`src/ircc_pkg.sv`:
```
// constants and types shared by the infrared remote carrier counter
package ircc_pkg;

  // register indices; byte address is index times four
  localparam logic [15:0] IDX_CFG  = 16'h5340;
  localparam logic [15:0] IDX_PSC  = 16'h5341;
  localparam logic [15:0] IDX_CARH = 16'h5342;
  localparam logic [15:0] IDX_CARL = 16'h5343;
  localparam logic [15:0] IDX_ST   = 16'h5344;
  localparam logic [15:0] IDX_LCNT = 16'h5345;
  localparam logic [15:0] IDX_IMSK = 16'h5346;
  localparam logic [15:0] IDX_IFLG = 16'h5347;
  localparam int unsigned IDX_SHIFT = 2;

  // decoded register selectors
  localparam logic [3:0] SEL_CFG  = 4'h0;
  localparam logic [3:0] SEL_PSC  = 4'h1;
  localparam logic [3:0] SEL_CARH = 4'h2;
  localparam logic [3:0] SEL_CARL = 4'h3;
  localparam logic [3:0] SEL_ST   = 4'h4;
  localparam logic [3:0] SEL_LCNT = 4'h5;
  localparam logic [3:0] SEL_IMSK = 4'h6;
  localparam logic [3:0] SEL_IFLG = 4'h7;
  localparam logic [3:0] SEL_NONE = 4'hF;

  // field positions and widths
  localparam int unsigned CFG_EN_BIT   = 0;
  localparam int unsigned CFG_MODE_BIT = 1;
  localparam int unsigned ST_DATA_BIT  = 0;
  localparam int unsigned PSC_LEN_LSB  = 0;
  localparam int unsigned PSC_CAR_LSB  = 4;
  localparam int unsigned CLK_SEL_W    = 4;
  localparam int unsigned CAR_LEN_W    = 6;
  localparam int unsigned CNT_W        = 8;
  localparam int unsigned PRESC_W      = 14;
  localparam int unsigned FLG_W        = 3;
  localparam int unsigned FLG_UNDER    = 0;
  localparam int unsigned FLG_RISE     = 1;
  localparam int unsigned FLG_FALL     = 2;

  // reset values and codes
  localparam logic [7:0] PSC_RESET     = 8'h00;
  localparam logic [5:0] CAR_LEN_RESET = 6'h00;
  localparam logic [3:0] CLK_RESERVED  = 4'hF;
  localparam logic [1:0] RESP_OKAY     = 2'h0;
  localparam logic [1:0] RESP_SLVERR   = 2'h2;

  typedef enum logic [1:0] {
    CAR_HIGH = 2'b01,
    CAR_LOW  = 2'b10
  } ircc_phase_type;

endpackage

```
`src/ircc_carrier.sv`:
```
// carrier generator: high and low phases counted in selected ticks
`timescale 1ns/1ps
`default_nettype none
module ircc_carrier #(
  parameter int unsigned LEN_W = 6
) (
  input  wire logic             aclk,
  input  wire logic             aresetn,
  input  wire logic             ce,
  input  wire logic             run,
  input  wire logic             tick,
  input  wire logic [LEN_W-1:0] high_len,
  input  wire logic [LEN_W-1:0] low_len,
  output logic                  carrier
);

  ircc_pkg::ircc_phase_type phase;
  ircc_pkg::ircc_phase_type next_phase;
  logic [LEN_W-1:0]         count;
  logic [LEN_W-1:0]         next_count;
  logic [LEN_W-1:0]         limit;

  // ==========================================================
  // phase sequencing
  always_comb begin
    next_phase = phase;
    next_count = count;
    limit      = (phase == ircc_pkg::CAR_HIGH) ? high_len : low_len;
    if (!run) begin
      next_phase = ircc_pkg::CAR_HIGH;
      next_count = '0;
    end else if (tick) begin
      if (count == limit) begin
        next_count = '0;
        case (phase)
          ircc_pkg::CAR_HIGH: next_phase = ircc_pkg::CAR_LOW;
          default:            next_phase = ircc_pkg::CAR_HIGH;
        endcase
      end else begin
        next_count = count + 1'b1;
      end
    end
  end

  always_ff @(posedge aclk) begin
    if (!aresetn) begin
      phase <= ircc_pkg::CAR_HIGH;
      count <= '0;
    end else if (ce) begin
      phase <= next_phase;
      count <= next_count;
    end
  end

  assign carrier = phase[0];

endmodule // ircc_carrier
`default_nettype wire

```
`src/ircc_edge.sv`:
```
// receive pin synchroniser, noise filter and edge detector
`timescale 1ns/1ps
`default_nettype none
module ircc_edge (
  input  wire logic aclk,
  input  wire logic aresetn,
  input  wire logic ce,
  input  wire logic run,
  input  wire logic tick,
  input  wire logic rx_pin,
  output logic      level,
  output logic      rise,
  output logic      fall
);

  logic sync1;
  logic sync2;
  logic hist;
  logic next_hist;
  logic next_level;
  logic next_rise;
  logic next_fall;

  // ==========================================================
  // filter and detection
  always_comb begin
    next_hist  = hist;
    next_level = level;
    next_rise  = 1'b0;
    next_fall  = 1'b0;
    if (!run) begin
      next_hist  = sync2;
      next_level = sync2;
    end else if (tick) begin
      next_hist = sync2;
      if (hist == sync2 && sync2 != level) begin
        next_level = sync2;
        next_rise  = sync2;
        next_fall  = !sync2;
      end
    end
  end

  always_ff @(posedge aclk) begin
    if (!aresetn) begin
      sync1 <= 1'b0;
      sync2 <= 1'b0;
      hist  <= 1'b0;
      level <= 1'b0;
      rise  <= 1'b0;
      fall  <= 1'b0;
    end else if (ce) begin
      sync1 <= rx_pin;
      sync2 <= sync1;
      hist  <= next_hist;
      level <= next_level;
      rise  <= next_rise;
      fall  <= next_fall;
    end
  end

endmodule // ircc_edge
`default_nettype wire

```
`src/ircc_top.sv`:
```
// infrared remote unit: register slave, clock taps, counter, modulator
//
// Implementation choice: the AXI4-Lite slave port.
`timescale 1ns/1ps
`default_nettype none
module ircc_top #(
  parameter int unsigned CNT_W   = ircc_pkg::CNT_W,
  parameter int unsigned PRESC_W = ircc_pkg::PRESC_W
) (
  input  wire logic        aclk,
  input  wire logic        aresetn,
  input  wire logic        ce,
  input  wire logic [31:0] s_axi_awaddr,
  input  wire logic        s_axi_awvalid,
  output logic             s_axi_awready,
  input  wire logic [31:0] s_axi_wdata,
  input  wire logic [3:0]  s_axi_wstrb,
  input  wire logic        s_axi_wvalid,
  output logic             s_axi_wready,
  output logic [1:0]       s_axi_bresp,
  output logic             s_axi_bvalid,
  input  wire logic        s_axi_bready,
  input  wire logic [31:0] s_axi_araddr,
  input  wire logic        s_axi_arvalid,
  output logic             s_axi_arready,
  output logic [31:0]      s_axi_rdata,
  output logic [1:0]       s_axi_rresp,
  output logic             s_axi_rvalid,
  input  wire logic        s_axi_rready,
  input  wire logic        ir_receive_pin,
  output logic             ir_transmit_pin,
  output logic             irq
);
  // ==========================================================
  // address decode and clock taps
  function automatic logic [31:0] byte_addr(input logic [15:0] idx);
    return {14'h0000, idx, 2'h0};
  endfunction
  function automatic logic [3:0] decode(input logic [31:0] addr);
    logic [3:0] sel;
    sel = ircc_pkg::SEL_NONE;
    if (addr == byte_addr(ircc_pkg::IDX_CFG)) sel = ircc_pkg::SEL_CFG;
    else if (addr == byte_addr(ircc_pkg::IDX_PSC)) sel = ircc_pkg::SEL_PSC;
    else if (addr == byte_addr(ircc_pkg::IDX_CARH)) sel = ircc_pkg::SEL_CARH;
    else if (addr == byte_addr(ircc_pkg::IDX_CARL)) sel = ircc_pkg::SEL_CARL;
    else if (addr == byte_addr(ircc_pkg::IDX_ST)) sel = ircc_pkg::SEL_ST;
    else if (addr == byte_addr(ircc_pkg::IDX_LCNT)) sel = ircc_pkg::SEL_LCNT;
    else if (addr == byte_addr(ircc_pkg::IDX_IMSK)) sel = ircc_pkg::SEL_IMSK;
    else if (addr == byte_addr(ircc_pkg::IDX_IFLG)) sel = ircc_pkg::SEL_IFLG;
    return sel;
  endfunction
  // tick when the low code bits of the prescaler are all ones; no tick for CLK_RESERVED
  function automatic logic tap_tick(input logic [PRESC_W-1:0] cnt, input logic [3:0] code);
    logic hit;
    hit = (code != ircc_pkg::CLK_RESERVED);
    for (int i = 0; i < PRESC_W; i++) begin
      if (i < int'(code) && !cnt[i]) begin
        hit = 1'b0;
      end
    end
    return hit;
  endfunction
  // ==========================================================
  // state
  logic [31:0]        aw_addr;
  logic               aw_held;
  logic [31:0]        w_data;
  logic [3:0]         w_strb;
  logic               w_held;
  logic [31:0]        next_aw_addr;
  logic               next_aw_held;
  logic [31:0]        next_w_data;
  logic [3:0]         next_w_strb;
  logic               next_w_held;
  logic               next_bvalid;
  logic [1:0]         next_bresp;
  logic               next_rvalid;
  logic [31:0]        next_rdata;
  logic [1:0]         next_rresp;
  logic               unit_enable_bit;
  logic               direction_mode_bit;
  logic               line_data_bit;
  logic [7:0]         psc_reg;
  logic [5:0]         carrier_high_len;
  logic [5:0]         carrier_low_len;
  logic [CNT_W-1:0]   length_counter_value;
  logic [ircc_pkg::FLG_W-1:0] irq_enable;
  logic [ircc_pkg::FLG_W-1:0] irq_flag;
  logic [PRESC_W-1:0] presc;
  logic               next_enable;
  logic               next_mode;
  logic               next_data;
  logic [7:0]         next_psc;
  logic [5:0]         next_carh;
  logic [5:0]         next_carl;
  logic [CNT_W-1:0]   next_count;
  logic [ircc_pkg::FLG_W-1:0] next_ienable;
  logic [ircc_pkg::FLG_W-1:0] next_iflag;
  logic [ircc_pkg::FLG_W-1:0] events;
  logic               next_tx;
  logic               underflow;
  logic               wr_go;
  logic               rd_go;
  logic [3:0]         wr_sel;
  logic [3:0]         rd_sel;
  logic               carrier_tick;
  logic               length_tick;
  logic               carrier;
  logic               rx_level;
  logic               rx_rise;
  logic               rx_fall;
  logic [3:0]         carrier_clock_sel;
  logic [3:0]         length_clock_sel;
  assign carrier_clock_sel = psc_reg[ircc_pkg::PSC_CAR_LSB +: ircc_pkg::CLK_SEL_W];
  assign length_clock_sel  = psc_reg[ircc_pkg::PSC_LEN_LSB +: ircc_pkg::CLK_SEL_W];
  assign carrier_tick      = tap_tick(presc, carrier_clock_sel);
  assign length_tick       = tap_tick(presc, length_clock_sel);
  // ==========================================================
  // submodules
  ircc_carrier #(
    .LEN_W    (ircc_pkg::CAR_LEN_W)
  ) u_carrier (
    .aclk     (aclk),
    .aresetn  (aresetn),
    .ce       (ce),
    .run      (unit_enable_bit),
    .tick     (carrier_tick),
    .high_len (carrier_high_len),
    .low_len  (carrier_low_len),
    .carrier  (carrier)
  );
  ircc_edge u_edge (
    .aclk    (aclk),
    .aresetn (aresetn),
    .ce      (ce),
    .run     (unit_enable_bit),
    .tick    (carrier_tick),
    .rx_pin  (ir_receive_pin),
    .level   (rx_level),
    .rise    (rx_rise),
    .fall    (rx_fall)
  );
  // ==========================================================
  // bus handshakes
  assign s_axi_awready = ce && !aw_held && !s_axi_bvalid;
  assign s_axi_wready  = ce && !w_held && !s_axi_bvalid;
  assign s_axi_arready = ce && !s_axi_rvalid;
  assign wr_go  = aw_held && w_held && !s_axi_bvalid;
  assign rd_go  = s_axi_arvalid && s_axi_arready;
  assign wr_sel = decode(aw_addr);
  assign rd_sel = decode(s_axi_araddr);
  always_comb begin
    next_aw_addr = aw_addr;
    next_aw_held = aw_held;
    next_w_data  = w_data;
    next_w_strb  = w_strb;
    next_w_held  = w_held;
    next_bvalid  = s_axi_bvalid;
    next_bresp   = s_axi_bresp;
    next_rvalid  = s_axi_rvalid;
    next_rdata   = s_axi_rdata;
    next_rresp   = s_axi_rresp;
    if (s_axi_awvalid && s_axi_awready) begin
      next_aw_addr = s_axi_awaddr;
      next_aw_held = 1'b1;
    end
    if (s_axi_wvalid && s_axi_wready) begin
      next_w_data = s_axi_wdata;
      next_w_strb = s_axi_wstrb;
      next_w_held = 1'b1;
    end
    if (wr_go) begin
      next_aw_held = 1'b0;
      next_w_held  = 1'b0;
      next_bvalid  = 1'b1;
      next_bresp   = (wr_sel == ircc_pkg::SEL_NONE) ? ircc_pkg::RESP_SLVERR : ircc_pkg::RESP_OKAY;
    end else if (s_axi_bvalid && s_axi_bready) begin
      next_bvalid = 1'b0;
    end
    if (rd_go) begin
      next_rvalid = 1'b1;
      next_rresp  = ircc_pkg::RESP_OKAY;
      next_rdata  = '0;
      if (rd_sel == ircc_pkg::SEL_CFG) begin
        next_rdata[ircc_pkg::CFG_EN_BIT]   = unit_enable_bit;
        next_rdata[ircc_pkg::CFG_MODE_BIT] = direction_mode_bit;
      end else if (rd_sel == ircc_pkg::SEL_PSC) begin
        next_rdata[7:0] = psc_reg;
      end else if (rd_sel == ircc_pkg::SEL_CARH) begin
        next_rdata[5:0] = carrier_high_len;
      end else if (rd_sel == ircc_pkg::SEL_CARL) begin
        next_rdata[5:0] = carrier_low_len;
      end else if (rd_sel == ircc_pkg::SEL_ST) begin
        next_rdata[ircc_pkg::ST_DATA_BIT] = direction_mode_bit ? rx_level : line_data_bit;
      end else if (rd_sel == ircc_pkg::SEL_LCNT) begin
        next_rdata[CNT_W-1:0] = length_counter_value;
      end else if (rd_sel == ircc_pkg::SEL_IMSK) begin
        next_rdata[ircc_pkg::FLG_W-1:0] = irq_enable;
      end else if (rd_sel == ircc_pkg::SEL_IFLG) begin
        next_rdata[ircc_pkg::FLG_W-1:0] = irq_flag;
      end else begin
        next_rresp = ircc_pkg::RESP_SLVERR;
      end
    end else if (s_axi_rvalid && s_axi_rready) begin
      next_rvalid = 1'b0;
    end
  end
  always_ff @(posedge aclk) begin
    if (!aresetn) begin
      aw_addr      <= '0;
      aw_held      <= 1'b0;
      w_data       <= '0;
      w_strb       <= '0;
      w_held       <= 1'b0;
      s_axi_bvalid <= 1'b0;
      s_axi_bresp  <= ircc_pkg::RESP_OKAY;
      s_axi_rvalid <= 1'b0;
      s_axi_rdata  <= '0;
      s_axi_rresp  <= ircc_pkg::RESP_OKAY;
    end else if (ce) begin
      aw_addr      <= next_aw_addr;
      aw_held      <= next_aw_held;
      w_data       <= next_w_data;
      w_strb       <= next_w_strb;
      w_held       <= next_w_held;
      s_axi_bvalid <= next_bvalid;
      s_axi_bresp  <= next_bresp;
      s_axi_rvalid <= next_rvalid;
      s_axi_rdata  <= next_rdata;
      s_axi_rresp  <= next_rresp;
    end
  end
  // ==========================================================
  // registers, length counter, flags and modulator
  always_comb begin
    next_enable  = unit_enable_bit;
    next_mode    = direction_mode_bit;
    next_data    = line_data_bit;
    next_psc     = psc_reg;
    next_carh    = carrier_high_len;
    next_carl    = carrier_low_len;
    next_count   = length_counter_value;
    next_ienable = irq_enable;
    next_iflag   = irq_flag;
    underflow    = 1'b0;
    // decrement per tick, stop at zero
    if (unit_enable_bit && length_tick && length_counter_value != '0) begin
      next_count = length_counter_value - 1'b1;
      underflow  = (next_count == '0);
    end
    if (wr_go && w_strb[0]) begin
      if (wr_sel == ircc_pkg::SEL_CFG) begin
        next_enable = w_data[ircc_pkg::CFG_EN_BIT];
        next_mode   = w_data[ircc_pkg::CFG_MODE_BIT];
      end else if (wr_sel == ircc_pkg::SEL_PSC) begin
        next_psc = w_data[7:0];
      end else if (wr_sel == ircc_pkg::SEL_CARH) begin
        next_carh = w_data[ircc_pkg::CAR_LEN_W-1:0];
      end else if (wr_sel == ircc_pkg::SEL_CARL) begin
        next_carl = w_data[ircc_pkg::CAR_LEN_W-1:0];
      end else if (wr_sel == ircc_pkg::SEL_ST) begin
        next_data = w_data[ircc_pkg::ST_DATA_BIT];
      end else if (wr_sel == ircc_pkg::SEL_LCNT) begin
        next_count = w_data[CNT_W-1:0];
        underflow  = 1'b0;
      end else if (wr_sel == ircc_pkg::SEL_IMSK) begin
        next_ienable = w_data[ircc_pkg::FLG_W-1:0];
      end else if (wr_sel == ircc_pkg::SEL_IFLG) begin
        next_iflag = next_iflag & ~w_data[ircc_pkg::FLG_W-1:0];
      end
    end
    if (rd_go && rd_sel == ircc_pkg::SEL_IFLG) begin
      next_iflag = '0;
    end
    events = '0;
    events[ircc_pkg::FLG_UNDER] = underflow;
    events[ircc_pkg::FLG_RISE]  = rx_rise;
    events[ircc_pkg::FLG_FALL]  = rx_fall;
    next_iflag = next_iflag | (events & irq_enable);
    next_tx = unit_enable_bit && !direction_mode_bit && line_data_bit && carrier;
  end
  always_ff @(posedge aclk) begin
    if (!aresetn) begin
      unit_enable_bit      <= 1'b0;
      direction_mode_bit   <= 1'b0;
      line_data_bit        <= 1'b0;
      psc_reg              <= ircc_pkg::PSC_RESET;
      carrier_high_len     <= ircc_pkg::CAR_LEN_RESET;
      carrier_low_len      <= ircc_pkg::CAR_LEN_RESET;
      length_counter_value <= '0;
      irq_enable           <= '0;
      irq_flag             <= '0;
      presc                <= '0;
      ir_transmit_pin      <= 1'b0;
      irq                  <= 1'b0;
    end else if (ce) begin
      unit_enable_bit      <= next_enable;
      direction_mode_bit   <= next_mode;
      line_data_bit        <= next_data;
      psc_reg              <= next_psc;
      carrier_high_len     <= next_carh;
      carrier_low_len      <= next_carl;
      length_counter_value <= next_count;
      irq_enable           <= next_ienable;
      irq_flag             <= next_iflag;
      presc                <= presc + 1'b1;
      ir_transmit_pin      <= next_tx;
      irq                  <= |(next_iflag & next_ienable);
    end
  end
endmodule // ircc_top
`default_nettype wire
```
`config.mk`:
```
export PLATFORM = sky130hd
export DESIGN_NAME = ircc_top
export DESIGN_NICKNAME = d
export VERILOG_FILES = /design/src/ircc_pkg.sv /design/src/ircc_carrier.sv /design/src/ircc_edge.sv /design/src/ircc_top.sv
export SDC_FILE = /design/constraint.sdc
export NUM_CORES = 1
export LEC_CHECK = 0
export BUFFER_PORTS_ARGS = -buffer_cell sky130_fd_sc_hd__buf_4
export CAP_MARGIN = 10
export CORE_MARGIN = 2
export CORE_UTILIZATION = 58
export CTS_CLUSTER_SIZE = 30
export DETAILED_ROUTE_END_ITERATION = 10
export HOLD_SLACK_MARGIN = 0.1
export PLACE_DENSITY_LB_ADDON = 0.1
export SYNTH_ARGS = -nofsm -noshare
export SYNTH_HDL_FRONTEND = slang
export SYNTH_SLANG_ARGS = --single-unit
```
`constraint.sdc`:
```
create_clock -name aclk -period 5.1 [get_ports aclk]
set_input_delay 0.255 -clock aclk [delete_from_list [all_inputs] [get_ports aclk]]
set_output_delay 0.255 -clock aclk [all_outputs]
set_load 0.01 [all_outputs]
```
=== Yosys cells after proc, flatten, opt, wreduce, memory -nomap -nowiden ===
Cells that the tools add are included.
Widths: inputs -> output; s select.

* Bits in registers: 124
* Latch bits: 0
* RAM bits: 0
* Bits in read-only memories: 0
* Input port bits: 109
* Output and inout port bits: 43
* Memories kept: 0

* Add/sub/neg operators: 3
* $mul: 0
* Divide/modulo/power cells: 0
* $lt $le $gt $ge: 28
* Equality and inequality tests: 40
* Shift-type cells: 0
* Mux-type cells: 128
* Bitwise operators: 9
* Reduce and logical (&&, ||, !) cells: 93

{| class="wikitable"
|+ Operators by type and width
! cell !! count
|-
| $eq 32x17->1 const B || 16
|-
| $mux 8 || 9
|-
| $mux 4 || 16
|-
| $mux 3 || 21
|-
| $mux 1 || 57
|-
| $logic_and 1x1->1 || 48
|-
| $lt 4x4->1 const A || 12
|-
| $mux 6 || 7
|-
| $eq 4x3->1 const B || 8
|-
| $lt 3x4->1 const A || 8
|-
| $mux 2 || 16
|-
| $logic_not 1->1 || 20
|-
| $reduce_and 2->1 || 9
|-
| $eq 4x2->1 const B || 4
|-
| $lt 1x4->1 const A || 4
|-
| $lt 2x4->1 const A || 4
|-
| $add 14x1->14 const B || 1
|-
| $and 3x3->3 || 3
|-
| $reduce_and 3->1 || 3
|-
| $eq 4x1->1 const B || 2
|-
| $logic_not 4->1 || 2
|-
| $logic_not 8->1 || 1
|-
| $ne 4x4->1 const B || 2
|-
| $reduce_bool 2->1 || 4
|-
| 19 further kinds || 24
|}

=== Depth between registers and ports, before layout ===
Gate-level depths: netlist of run 1.

* Depth after elaboration: 30
* Gate-level depth with buffers: 10
* Gate-level depth less buffers: 9

=== Modules after synthesis ===
From an unflattened synthesis of run 1, not the netlist that was laid out.

* Cell total of the unflattened synthesis: 790
* Area, all modules: 6329.8 sq um

{| class="wikitable"
|+ Modules (own cells, without submodules)
! module !! instances !! cells an instance !! area each (sq um)
|-
| ircc_top || 1 || 683 || 5425.2
|-
| ircc_carrier || 1 || 77 || 631.9
|-
| ircc_edge || 1 || 30 || 272.8
|}

=== Worst setup path before layout of run 1 ===
OpenSTA, ideal clock, no wires.

* Kind: reg-to-reg
* Start point: reg length_counter_value[2]
* End point: reg length_counter_value[2]
* Arrival: 2.113 ns
* Data required time: 5.033 ns
* Path slack: 2.920 ns
* Cell stages (with the launch flop): 11
* Period minus slack after synthesis: 2.180 ns
* Cell sequence: dfxtp_1 buf_2 or4_1 buf_2 nor4b_2 a211oi_1 nand4_1 buf_4 or2_4 mux2_4 a21oi_2

* Longest elaborated chain between the ends: 10

{| class="wikitable"
|+ Ends and longest elaborated chain
! item !! RTL line !! RTL
|-
| start, declared || ircc_top.sv:86 || <nowiki>logic [CNT_W-1:0] length_counter_value;</nowiki>
|-
| start signal, assigned || ircc_top.sv:303 || <nowiki>length_counter_value <= next_count;</nowiki>
|-
| parallel branches: the longest is 2 deep, another holds $sub 8x1->8 || - ||
|-
| $mux 8 * || ircc_top.sv:247 || <nowiki>if (unit_enable_bit && length_tick && length_counter_value != '0) begin</nowiki>
|-
| $mux 8 || ircc_top.sv:263 || <nowiki>end else if (wr_sel == ircc_pkg::SEL_LCNT) begin</nowiki>
|-
| $mux 8 || ircc_top.sv:261 || <nowiki>end else if (wr_sel == ircc_pkg::SEL_ST) begin</nowiki>
|-
| $mux 8 || ircc_top.sv:259 || <nowiki>end else if (wr_sel == ircc_pkg::SEL_CARL) begin</nowiki>
|-
| $mux 8 || ircc_top.sv:257 || <nowiki>end else if (wr_sel == ircc_pkg::SEL_CARH) begin</nowiki>
|-
| $mux 8 || ircc_top.sv:255 || <nowiki>end else if (wr_sel == ircc_pkg::SEL_PSC) begin</nowiki>
|-
| $mux 8 || ircc_top.sv:252 || <nowiki>if (wr_sel == ircc_pkg::SEL_CFG) begin</nowiki>
|-
| $mux 8 * || ircc_top.sv:251 || <nowiki>if (wr_go && w_strb[0]) begin</nowiki>
|}

Every way passes the cells marked *.
A chain may end at the register's enable or synchronous reset.

=== Worst setup path after layout of run 1 ===
* Start point: reg aw_addr[12]
* End point: reg carrier_low_len[4]

* Longest elaborated chain between the ends: 12

{| class="wikitable"
|+ Ends and longest elaborated chain
! item !! RTL line !! RTL
|-
| start, declared || ircc_top.sv:65 || <nowiki>logic [31:0] aw_addr;</nowiki>
|-
| start signal, assigned || ircc_top.sv:221 || <nowiki>aw_addr <= next_aw_addr;</nowiki>
|-
| $eq 32x17->1 || ircc_top.sv:49 || <nowiki>else if (addr == byte_addr(ircc_pkg::IDX_IFLG)) sel = ircc_pkg::SEL_IFLG;</nowiki>
|-
| $mux 4 || ircc_top.sv:49 ||
|-
| $mux 4 || ircc_top.sv:48 || <nowiki>else if (addr == byte_addr(ircc_pkg::IDX_IMSK)) sel = ircc_pkg::SEL_IMSK;</nowiki>
|-
| $mux 4 || ircc_top.sv:47 || <nowiki>else if (addr == byte_addr(ircc_pkg::IDX_LCNT)) sel = ircc_pkg::SEL_LCNT;</nowiki>
|-
| $mux 4 || ircc_top.sv:46 || <nowiki>else if (addr == byte_addr(ircc_pkg::IDX_ST)) sel = ircc_pkg::SEL_ST;</nowiki>
|-
| $mux 4 || ircc_top.sv:45 || <nowiki>else if (addr == byte_addr(ircc_pkg::IDX_CARL)) sel = ircc_pkg::SEL_CARL;</nowiki>
|-
| $mux 4 || ircc_top.sv:44 || <nowiki>else if (addr == byte_addr(ircc_pkg::IDX_CARH)) sel = ircc_pkg::SEL_CARH;</nowiki>
|-
| $mux 4 || ircc_top.sv:43 || <nowiki>else if (addr == byte_addr(ircc_pkg::IDX_PSC)) sel = ircc_pkg::SEL_PSC;</nowiki>
|-
| $mux 4 * || ircc_top.sv:42 || <nowiki>if (addr == byte_addr(ircc_pkg::IDX_CFG)) sel = ircc_pkg::SEL_CFG;</nowiki>
|-
| $eq 4x2->1, or another cell as far along || ircc_top.sv:257 ||
|-
| $not 1->1 (no source line) || - ||
|-
| $reduce_and 6->1 (no source line) * || - ||
|-
| end signal, assigned || ircc_top.sv:289 || <nowiki>carrier_low_len <= ircc_pkg::CAR_LEN_RESET;</nowiki>
|-
| end signal, assigned || ircc_top.sv:302 || <nowiki>carrier_low_len <= next_carl;</nowiki>
|-
| end, declared || ircc_top.sv:85 || <nowiki>logic [5:0] carrier_low_len;</nowiki>
|}

Every way passes the cells marked *; elsewhere a longest branch is shown, timed or not.

==> metrics.md, run 1 <==
| Metric | Value |
|---|---|
| Detailed placement HPWL | 11.5 mm |
| Yosys Warn Count | 0 |
| Final Cycle Share | 59.4% |
| Comb pwr share | 8.5% |
| Peak supply drop | 0.182 mV |
| Die Span Y | 108 um |
| Starting DRT DRC Count | 424 |
| Final Max Slew Viols | 0 |
| Die area | 11800 um2 |
| Cells after synthesis | 818 |
| Post-synth ARST share | 0% |
| Port buffer count | 98 |
| CTS Buffer Depth | 2 |
| Peak fanout along the critical path | 16 |
| Io pins | 152 |
| RSZ-0062 raised after global routing | false |
| Hold slack | 122 ps |
| Count of state elements after synthesis | 122 |
| Distinct cells, synth | 69 |
| Post-DR wirelength/cell | 16.1 um |
| Initial core utilization | 58.9% |
| Worst-path clk slew | 60 ps |
| Antenna Violating Nets Remaining | 0 |
| Seq pwr share | 42.2% |
| Hold Fails Final Rpt | 0 |
| Kind of critical path | register to register |
| Mean Syn Cell Area | 7.73 um2 |
| Ant. Diodes | 0 |
| Fin Clk Skew | 8.04 ps |
| Largest register FFs | 32 |
| Antenna violations before repair | 0 |
| Clk pwr share | 49.3% |
| Top cells by area, synth | dfxtp_1 39%, nand2_1 9.9%, a21oi_1 7.3% |
| Grt ovf | 0 |
| Layout cells sized above 1 | 15.6% |
| Post-synth top flop | dfxtp_1 |
| Critical path arrival | 3400 ps |
| Total power draw | 2.37 mW |
| RePlAce Congestion | 0.897 |
| Die Span X | 108 um |
| Setup crit end kind | register |
| Worst-margin pin slew | 1120 ps |
| CTS sink count | 122 |
| Total GRT Usage | 29.8% |
| DRC viols | 0 |
| Max-Cap Viols | 0 |
| Status | finished, final reports clean |
| Core ar. | 10700 um2 |
| Largest registers | aw_addr x32, presc x14 |
| Vias/cell | 5.78 |
| Vias | 6251 |
| 1st-pass router iterations | 5 |
| CTS buffer count | 17 |
| Top-area cell type share of the netlist area | 38.6% |
| HP Class | primary input to register |
| Max_slew headroom | 24.6% |
| P_sw | 560 uW |
| Area of the mapped netlist | 6330 um2 |
| DP Cell Count | 1005 |
| Post-synth EDFFs | 0 |
| Final setup viols | 0 |
| Clock Latency Late Sink | 520 ps |
| Sequential share of the synthesized area | 38.6% |
| Htree depth | 4 |
| CTS tree | done |
| Achievable Freq | 330 MHz |
| Commonest non-fill, non-tap cell in the layout | nand2_1 |
| PwrDens | 298 nW/um2 |
| Vias in the first global route | 5692 |
| Cell Rows | 38 |
| Yosys top cell by area | dfxtp_1 |
| Largest net degree at the start of global routing | 82 |
| CP Launch Type | register |
| Switching Fraction | 23.6% |
| Final cell count without fillers | 1082 |
| Internal Power | 1.81 mW |
| CTS Root Cell | clkbuf_8 |
| Setup TNS | 0 ps |
| CP required | 5470 ps |
| Top reg by flops | aw_addr |
| Post-CTS Resized | 0 |
| Most frequent cells in the layout | 167 x nand2_1, 122 x dfxtp_1, 99 x buf_4 |
| Final WL | 17.4 mm |
| P_leak | 3.13 nW |
| Final nets | 1043 |
| Final worst path period need | 3030 ps |
| Area Growth Syn to Fin | 25.7% |
| First-pass GRT wire length | 27.4 mm |
## final cells by class
class                      instances  area (um2)
clock buffer                      20         425
clock inverter                    12         150
fill                             836        2790
inverter                          15        56.3
multi-input combinational        629        3510
sequential                       122        2440
tap                              140         175
timing repair buffer             144        1190
## metal layers
metal  up-vias  track usage (%)  part of all wire [%]
met2       287             47.7                    47
li1       3019                -                     -
met1      2918             39.2                    43
met4         0             10.2                   1.7
met3        27             7.53                   7.8
met5         -                0                     0
## worst max-delay path, stage by stage (launching register included)
cell     delay (ps)
dfxtp_1         340
nor4b_1         500
and3_1          270
nand3_1         130
nor3_2          800
nand3_1         520
mux2i_1         280
nor2_1           60
## power by group through the flow
stage	registers (mW)	clock network, mW	logic (mW)
global route	1.00	1.22	0.220
detailed placement	1.02	0	0.168
global placement	1.02	0	0.164
finish	1.00	1.17	0.202
CTS	1.00	1.18	0.196
floorplan	1.01	0	0.112
## cell families (layout without fill, tap and decap cells)
kind of cell | Yosys count | in the layout | share of synthesized area (%)
adders and majority gates | 5 | 5 | 0.989
muxes | 33 | 33 | 5.87
buffers and inverters | 92 | 191 | 7.38
AOI/OAI and AO/OA | 181 | 181 | 16.7
DFF | 122 | 122 | 38.6
and+or+nand+nor | 361 | 361 | 27.2
other | 1 | 26 | 0.0593
xor gates and xnor gates | 23 | 23 | 3.18
## Yosys cell counts, types with 5 or more instances
library cell,count
dfxtp_1,122
a211oi_1,6
and3_1,8
clkbuf_1,39
xor2_1,13
inv_1,14
and2_1,5
nor3_1,9
nand2_1,167
nand4_1,13
or3_1,9
nor4_1,11
buf_1,5
ha_1,5
mux2i_1,24
mux2_2,6
nor4b_1,8
nor3b_1,5
o21ai_0,43
nor2_1,63
buf_4,27
a21oi_1,92
nand3_1,30
xnor2_1,10
nor2b_1,6
## final timing paths
check | slack (ps) | cells past startpoint | from | to
worst max-delay path | 2070 | 7 | aw_addr[12] | carrier_low_len[4]
worst min-delay path | 120 | 3 | s_axi_araddr[4] | s_axi_rdata[2]
worst max register to register | 2070 | 7 | aw_addr[12] | carrier_low_len[4]
worst min register to register | 450 | 2 | s_axi_rdata[7] | s_axi_rdata[7]
## repair_timing
| item | 4_1_cts | 5_1_grt |
|---|---|---|
| setup endpoints to repair | 0 | 0 |
| hold buffers | 45 | 0 |
| hold endpoints to repair | 53 | 0 |
| buffers inserted | 0 | 0 |
## metrics by stage
stage | setup slack [ps] | util (%) | cell area, um2
final | 2070 | 74.0 | 7950
after global routing | 1790 | 74.0 | 7950
after CTS | 2160 | 74.0 | 7950
after detailed placement | 2160 | 64.5 | 6930
after global placement | 2210 | 64.5 | 6930
after floorplan | 2920 | - | 6420
(Power assumes the default switching activity.)
==> inputs of run 2 (changes only) <==
- ABC_AREA: default -> 1
- CORE_UTILIZATION: 58 -> 50
- clock period: 5.1 -> 2.5 ns (I/O delays scaled with it)
==> run 2 against run 1 <==
  * Synthesized cell count increased by 32%
  * Cell count increased by 31%
  * Power increased by 120%
  * Final area increased by 12%
  * Utilization decreased by 9.3 points
  * Highest routed layer unchanged
  * Critical path depth increased by 1
  * Via count increased by 14%
  * Critical endpoint is now carrier_low_len[0]
  * Routed wire length increased by 11%
  * Non-clock buffer count increased by 14
  * Global-route usage decreased by 3.3 points
==> metrics.md, run 2 <==
| Metric | Value |
|---|---|
| Final WL | 19.3 mm (+11%) |
| Max_slew headroom | 56.1% (+32 points) |
| Post-synth ARST share | 0% (unchanged) |
| Slowest cell on crit path | nand4_1 |
| Die Span Y | 123 um (+13%) |
| Post-synth top cells | 228 x nand2_1, 142 x inv_1, 129 x nor2_1 |
| Worst Hold Endpoint | presc[0] |
| Kind of critical path | register to register |
| Htree depth | 4 (unchanged) |
| Reg-to-reg startpoint | aw_addr[20] |
| Hold Path Cell Cnt | 4 (+1) |
| Top cells by area, synth | dfxtp_1 35%, nand2_1 12%, inv_1 7.5% |
| CP Cell Sequence | nor2_1 > nand3_1 > nor2_1 > nand3_2 > nor3_1 > nand4_1 > o21ai_0 > a21oi_1 |
| Most frequent cell after synthesis | nand2_1 |
| CTS Root Cell | clkbuf_16 |
| Layout cells sized above 1 | 16.5% (+0.86 points) |
| Top reg by flops | aw_addr |
| Area of the mapped netlist | 7080 um2 (+12%) |
| Vias/cell | 5.05 (-13%) |
| Setup TNS | 0 ps (unchanged) |
| Hold slack | 108 ps (-14.5 ps) |
| Worst setup margin | 380 ps (-1690 ps) |
| Critical path arrival | 2420 ps (-980 ps) |
| Ant. Diodes | 0 (unchanged) |
| Post-synth EDFFs | 0 (unchanged) |
| Antenna Violating Nets Remaining | 0 (unchanged) |
| First-pass GRT wire length | 31.5 mm (+15%) |
| Met1 Resource Use GR | 35.2% (-4.0 points) |
| Post-DR wirelength/cell | 13.6 um (-15%) |
| Achievable Freq | 472 MHz (+43%) |
| DRC viols | 0 (unchanged) |
| P_leak | 3.85 nW (+23%) |
| RR Endpoint | carrier_low_len[0] |
| Mean Syn Cell Area | 6.57 um2 (-15%) |
| Vias | 7139 (+14%) |
| Setup crit end kind | register |
| Clock Latency Late Sink | 420 ps (-100 ps) |
| Total GRT Usage | 26.6% (-3.3 points) |
| Final Cycle Share | 84.8% (+25 points) |
| RePlAce Congestion | 0.947 (+5.6%) |
| Met2 Use GR | 43.7% (-4.0 points) |
| Core ar. | 13800 um2 (+29%) |
| Starting DRT DRC Count | 565 (+33%) |
| Io pins | 152 (unchanged) |
| Worst R2R Setup Slack | 380 ps (-1690 ps) |
| Cells after synthesis | 1077 (+32%) |
| Final setup viols | 0 (unchanged) |
| Detailed placement HPWL | 13.7 mm (+19%) |
| 1st-pass router iterations | 5 (unchanged) |
| Yosys top cell by area | dfxtp_1 |
| Final cell count without fillers | 1413 (+31%) |
| Met3 Use GR | 6.09% (-1.4 points) |
| PwrDens | 577 nW/um2 (+93%) |
| Internal Power | 3.93 mW (+120%) |
| Worst-path clk slew | 60 ps (about the same) |
| Comb pwr share | 10.9% (+2.4 points) |
| Commonest non-fill, non-tap cell in the layout | nand2_1 |
| Most frequent cells in the layout | 228 x nand2_1, 142 x inv_1, 129 x nor2_1 |
| Vias in the first global route | 6594 (+16%) |
| R2r worst-path depth | 8 (+1) |
| Yosys Warn Count | 0 (unchanged) |
| CP Launch Type | register |
| Seq pwr share | 40.2% (-2.0 points) |
| Busiest grt layer | met2 |
| Final nets | 1336 (+28%) |
| Pre-CTS setup slack | 435 ps (-1730 ps) |
| Clk pwr share | 48.9% (-0.4 points) |
| Antenna violations before repair | 0 (unchanged) |
| Initial core utilization | 51.2% (-7.7 points) |
| CP required | 2790 ps (-2680 ps) |
| CTS sink count | 122 (unchanged) |
| Status | finished, final reports clean |
| Fin Clk Skew | 7.66 ps (-0.375 ps) |
| Count of state elements after synthesis | 122 (unchanged) |
| HP Class | primary input to register |
| Max-Cap Viols | 0 (unchanged) |
| Area Growth Syn to Fin | 26.4% |
| Switching Fraction | 24.0% (+0.41 points) |
| Peak supply drop | 0.483 mV (+170%) |
| Cell Rows | 43 (+13%) |
| Hold Fails Final Rpt | 0 (unchanged) |
| Worst hold path startpoint | ce |
| Largest register FFs | 32 (unchanged) |
| Peak fanout along the critical path | 12 (-4) |
| DP Cell Count | 1337 (+33%) |
| RSZ-0062 raised after global routing | false |
| CTS buffer count | 17 (unchanged) |
| Max stage delay on crit path | 410 ps (-390 ps) |
| P_sw | 1.24 mW (+120%) |
| Die area | 15100 um2 (+29%) |
| Sequential share of the synthesized area | 34.5% (-4.1 points) |
| Largest net degree at the start of global routing | 70 (-15%) |
| Post-synth top flop | dfxtp_1 |
| Distinct cells, synth | 50 (-28%) |
| Largest registers | aw_addr x32, presc x14 |
| Critical path buffer and inverter count | 0 (unchanged) |
| Delay-heaviest family, CP | simple AND/OR/NAND/NOR gates |
| Top-area cell type share of the netlist area | 34.5% (-4.1 points) |
| Launch point of the worst path | aw_addr[20] |
| Final worst path period need | 2120 ps (-911 ps) |
| Most frequent CP cell | nor2_1 |
| Grt ovf | 0 (unchanged) |
| Worst-margin pin slew | 658 ps (-464 ps) |
| Final Max Slew Viols | 0 (unchanged) |
| Port buffer count | 98 (unchanged) |
| CTS tree | done |
| Die Span X | 123 um (+13%) |
| CTS Buffer Depth | 2 (unchanged) |
run 2: changes by cell type after synthesis, moves of 24 or more:
cell,previous run,this run
o21ai_0,43,82
inv_1,14,142
nand2_1,167,228
mux2i_1,24,0
nor2_1,63,129
nand3_1,30,66
run 2: how the worst max path moves through the flow:
stage / end / slack, ps / cells after the start
after floorplan: presc[12] / 860 / 9
after global placement: u_carrier.phase[1] / 490 / 11
after detailed placement: carrier_low_len[0] / 430 / 8
after CTS: carrier_low_len[0] / 420 / 8
after global routing: carrier_low_len[0] / 130 / 8
final: carrier_low_len[0] / 380 / 8
run 2: power groups by stage:
stage | sequential [mW] | clock, mW | combinational [mW]
final | 2.08 | 2.52 | 0.563
after CTS | 2.08 | 2.55 | 0.559
after floorplan | 2.10 | 0 | 0.344
after global placement | 2.11 | 0 | 0.494
after global routing | 2.08 | 2.63 | 0.636
after detailed placement | 2.12 | 0 | 0.500
run 2: cell type report:
class | count | area (um2)
tap | 180 | 225
clock inverter | 7 | 115
inverter | 152 | 573
fill | 1277 | 4880
timing repair buffer | 158 | 1300
sequential | 122 | 2440
clock buffer | 23 | 488
multi-input combinational | 771 | 3800
run 2: what timing repair did:
item	in CTS	in global routing
setup endpoints to repair	0	0
hold endpoints to repair	44	0
gates resized for setup	0	0
hold buffers	46	0
setup buffers	0	0
run 2: layer usage:
layer  vias up  wire length, um
met1      3182             8970
met2       208             8820
met4         0              276
met3        20             1210
li1       3729                -
met5         -                0
run 2: cells by family after synthesis:
logic type | count (synthesis) | share of synthesized area [%]
and+or+nand+nor | 514 | 32.4
AOI/OAI and AO/OA | 213 | 17.4
buffers and inverters | 209 | 13.2
DFF | 122 | 34.5
xor gates and xnor gates | 13 | 1.61
adders and majority gates | 5 | 0.884
other | 1 | 0.0530
run 2: through the flow:
stage,utilization [%],instance area [um2],power [mW]
floorplan,-,7170,2.44
global placement,57.0,7880,2.61
detailed placement,57.0,7880,2.62
CTS,64.7,8940,5.18
global route,64.7,8940,5.35
finish,64.7,8940,5.16
run 2: worst reg2reg max path: stages, from the launching register on:
cell and delay (ps):
dfxtp_1 310, nor2_1 190, nand3_1 120, nor2_1 130, nand3_2 190, nor3_1 240, nand4_1 410, o21ai_0 330
a21oi_1 60
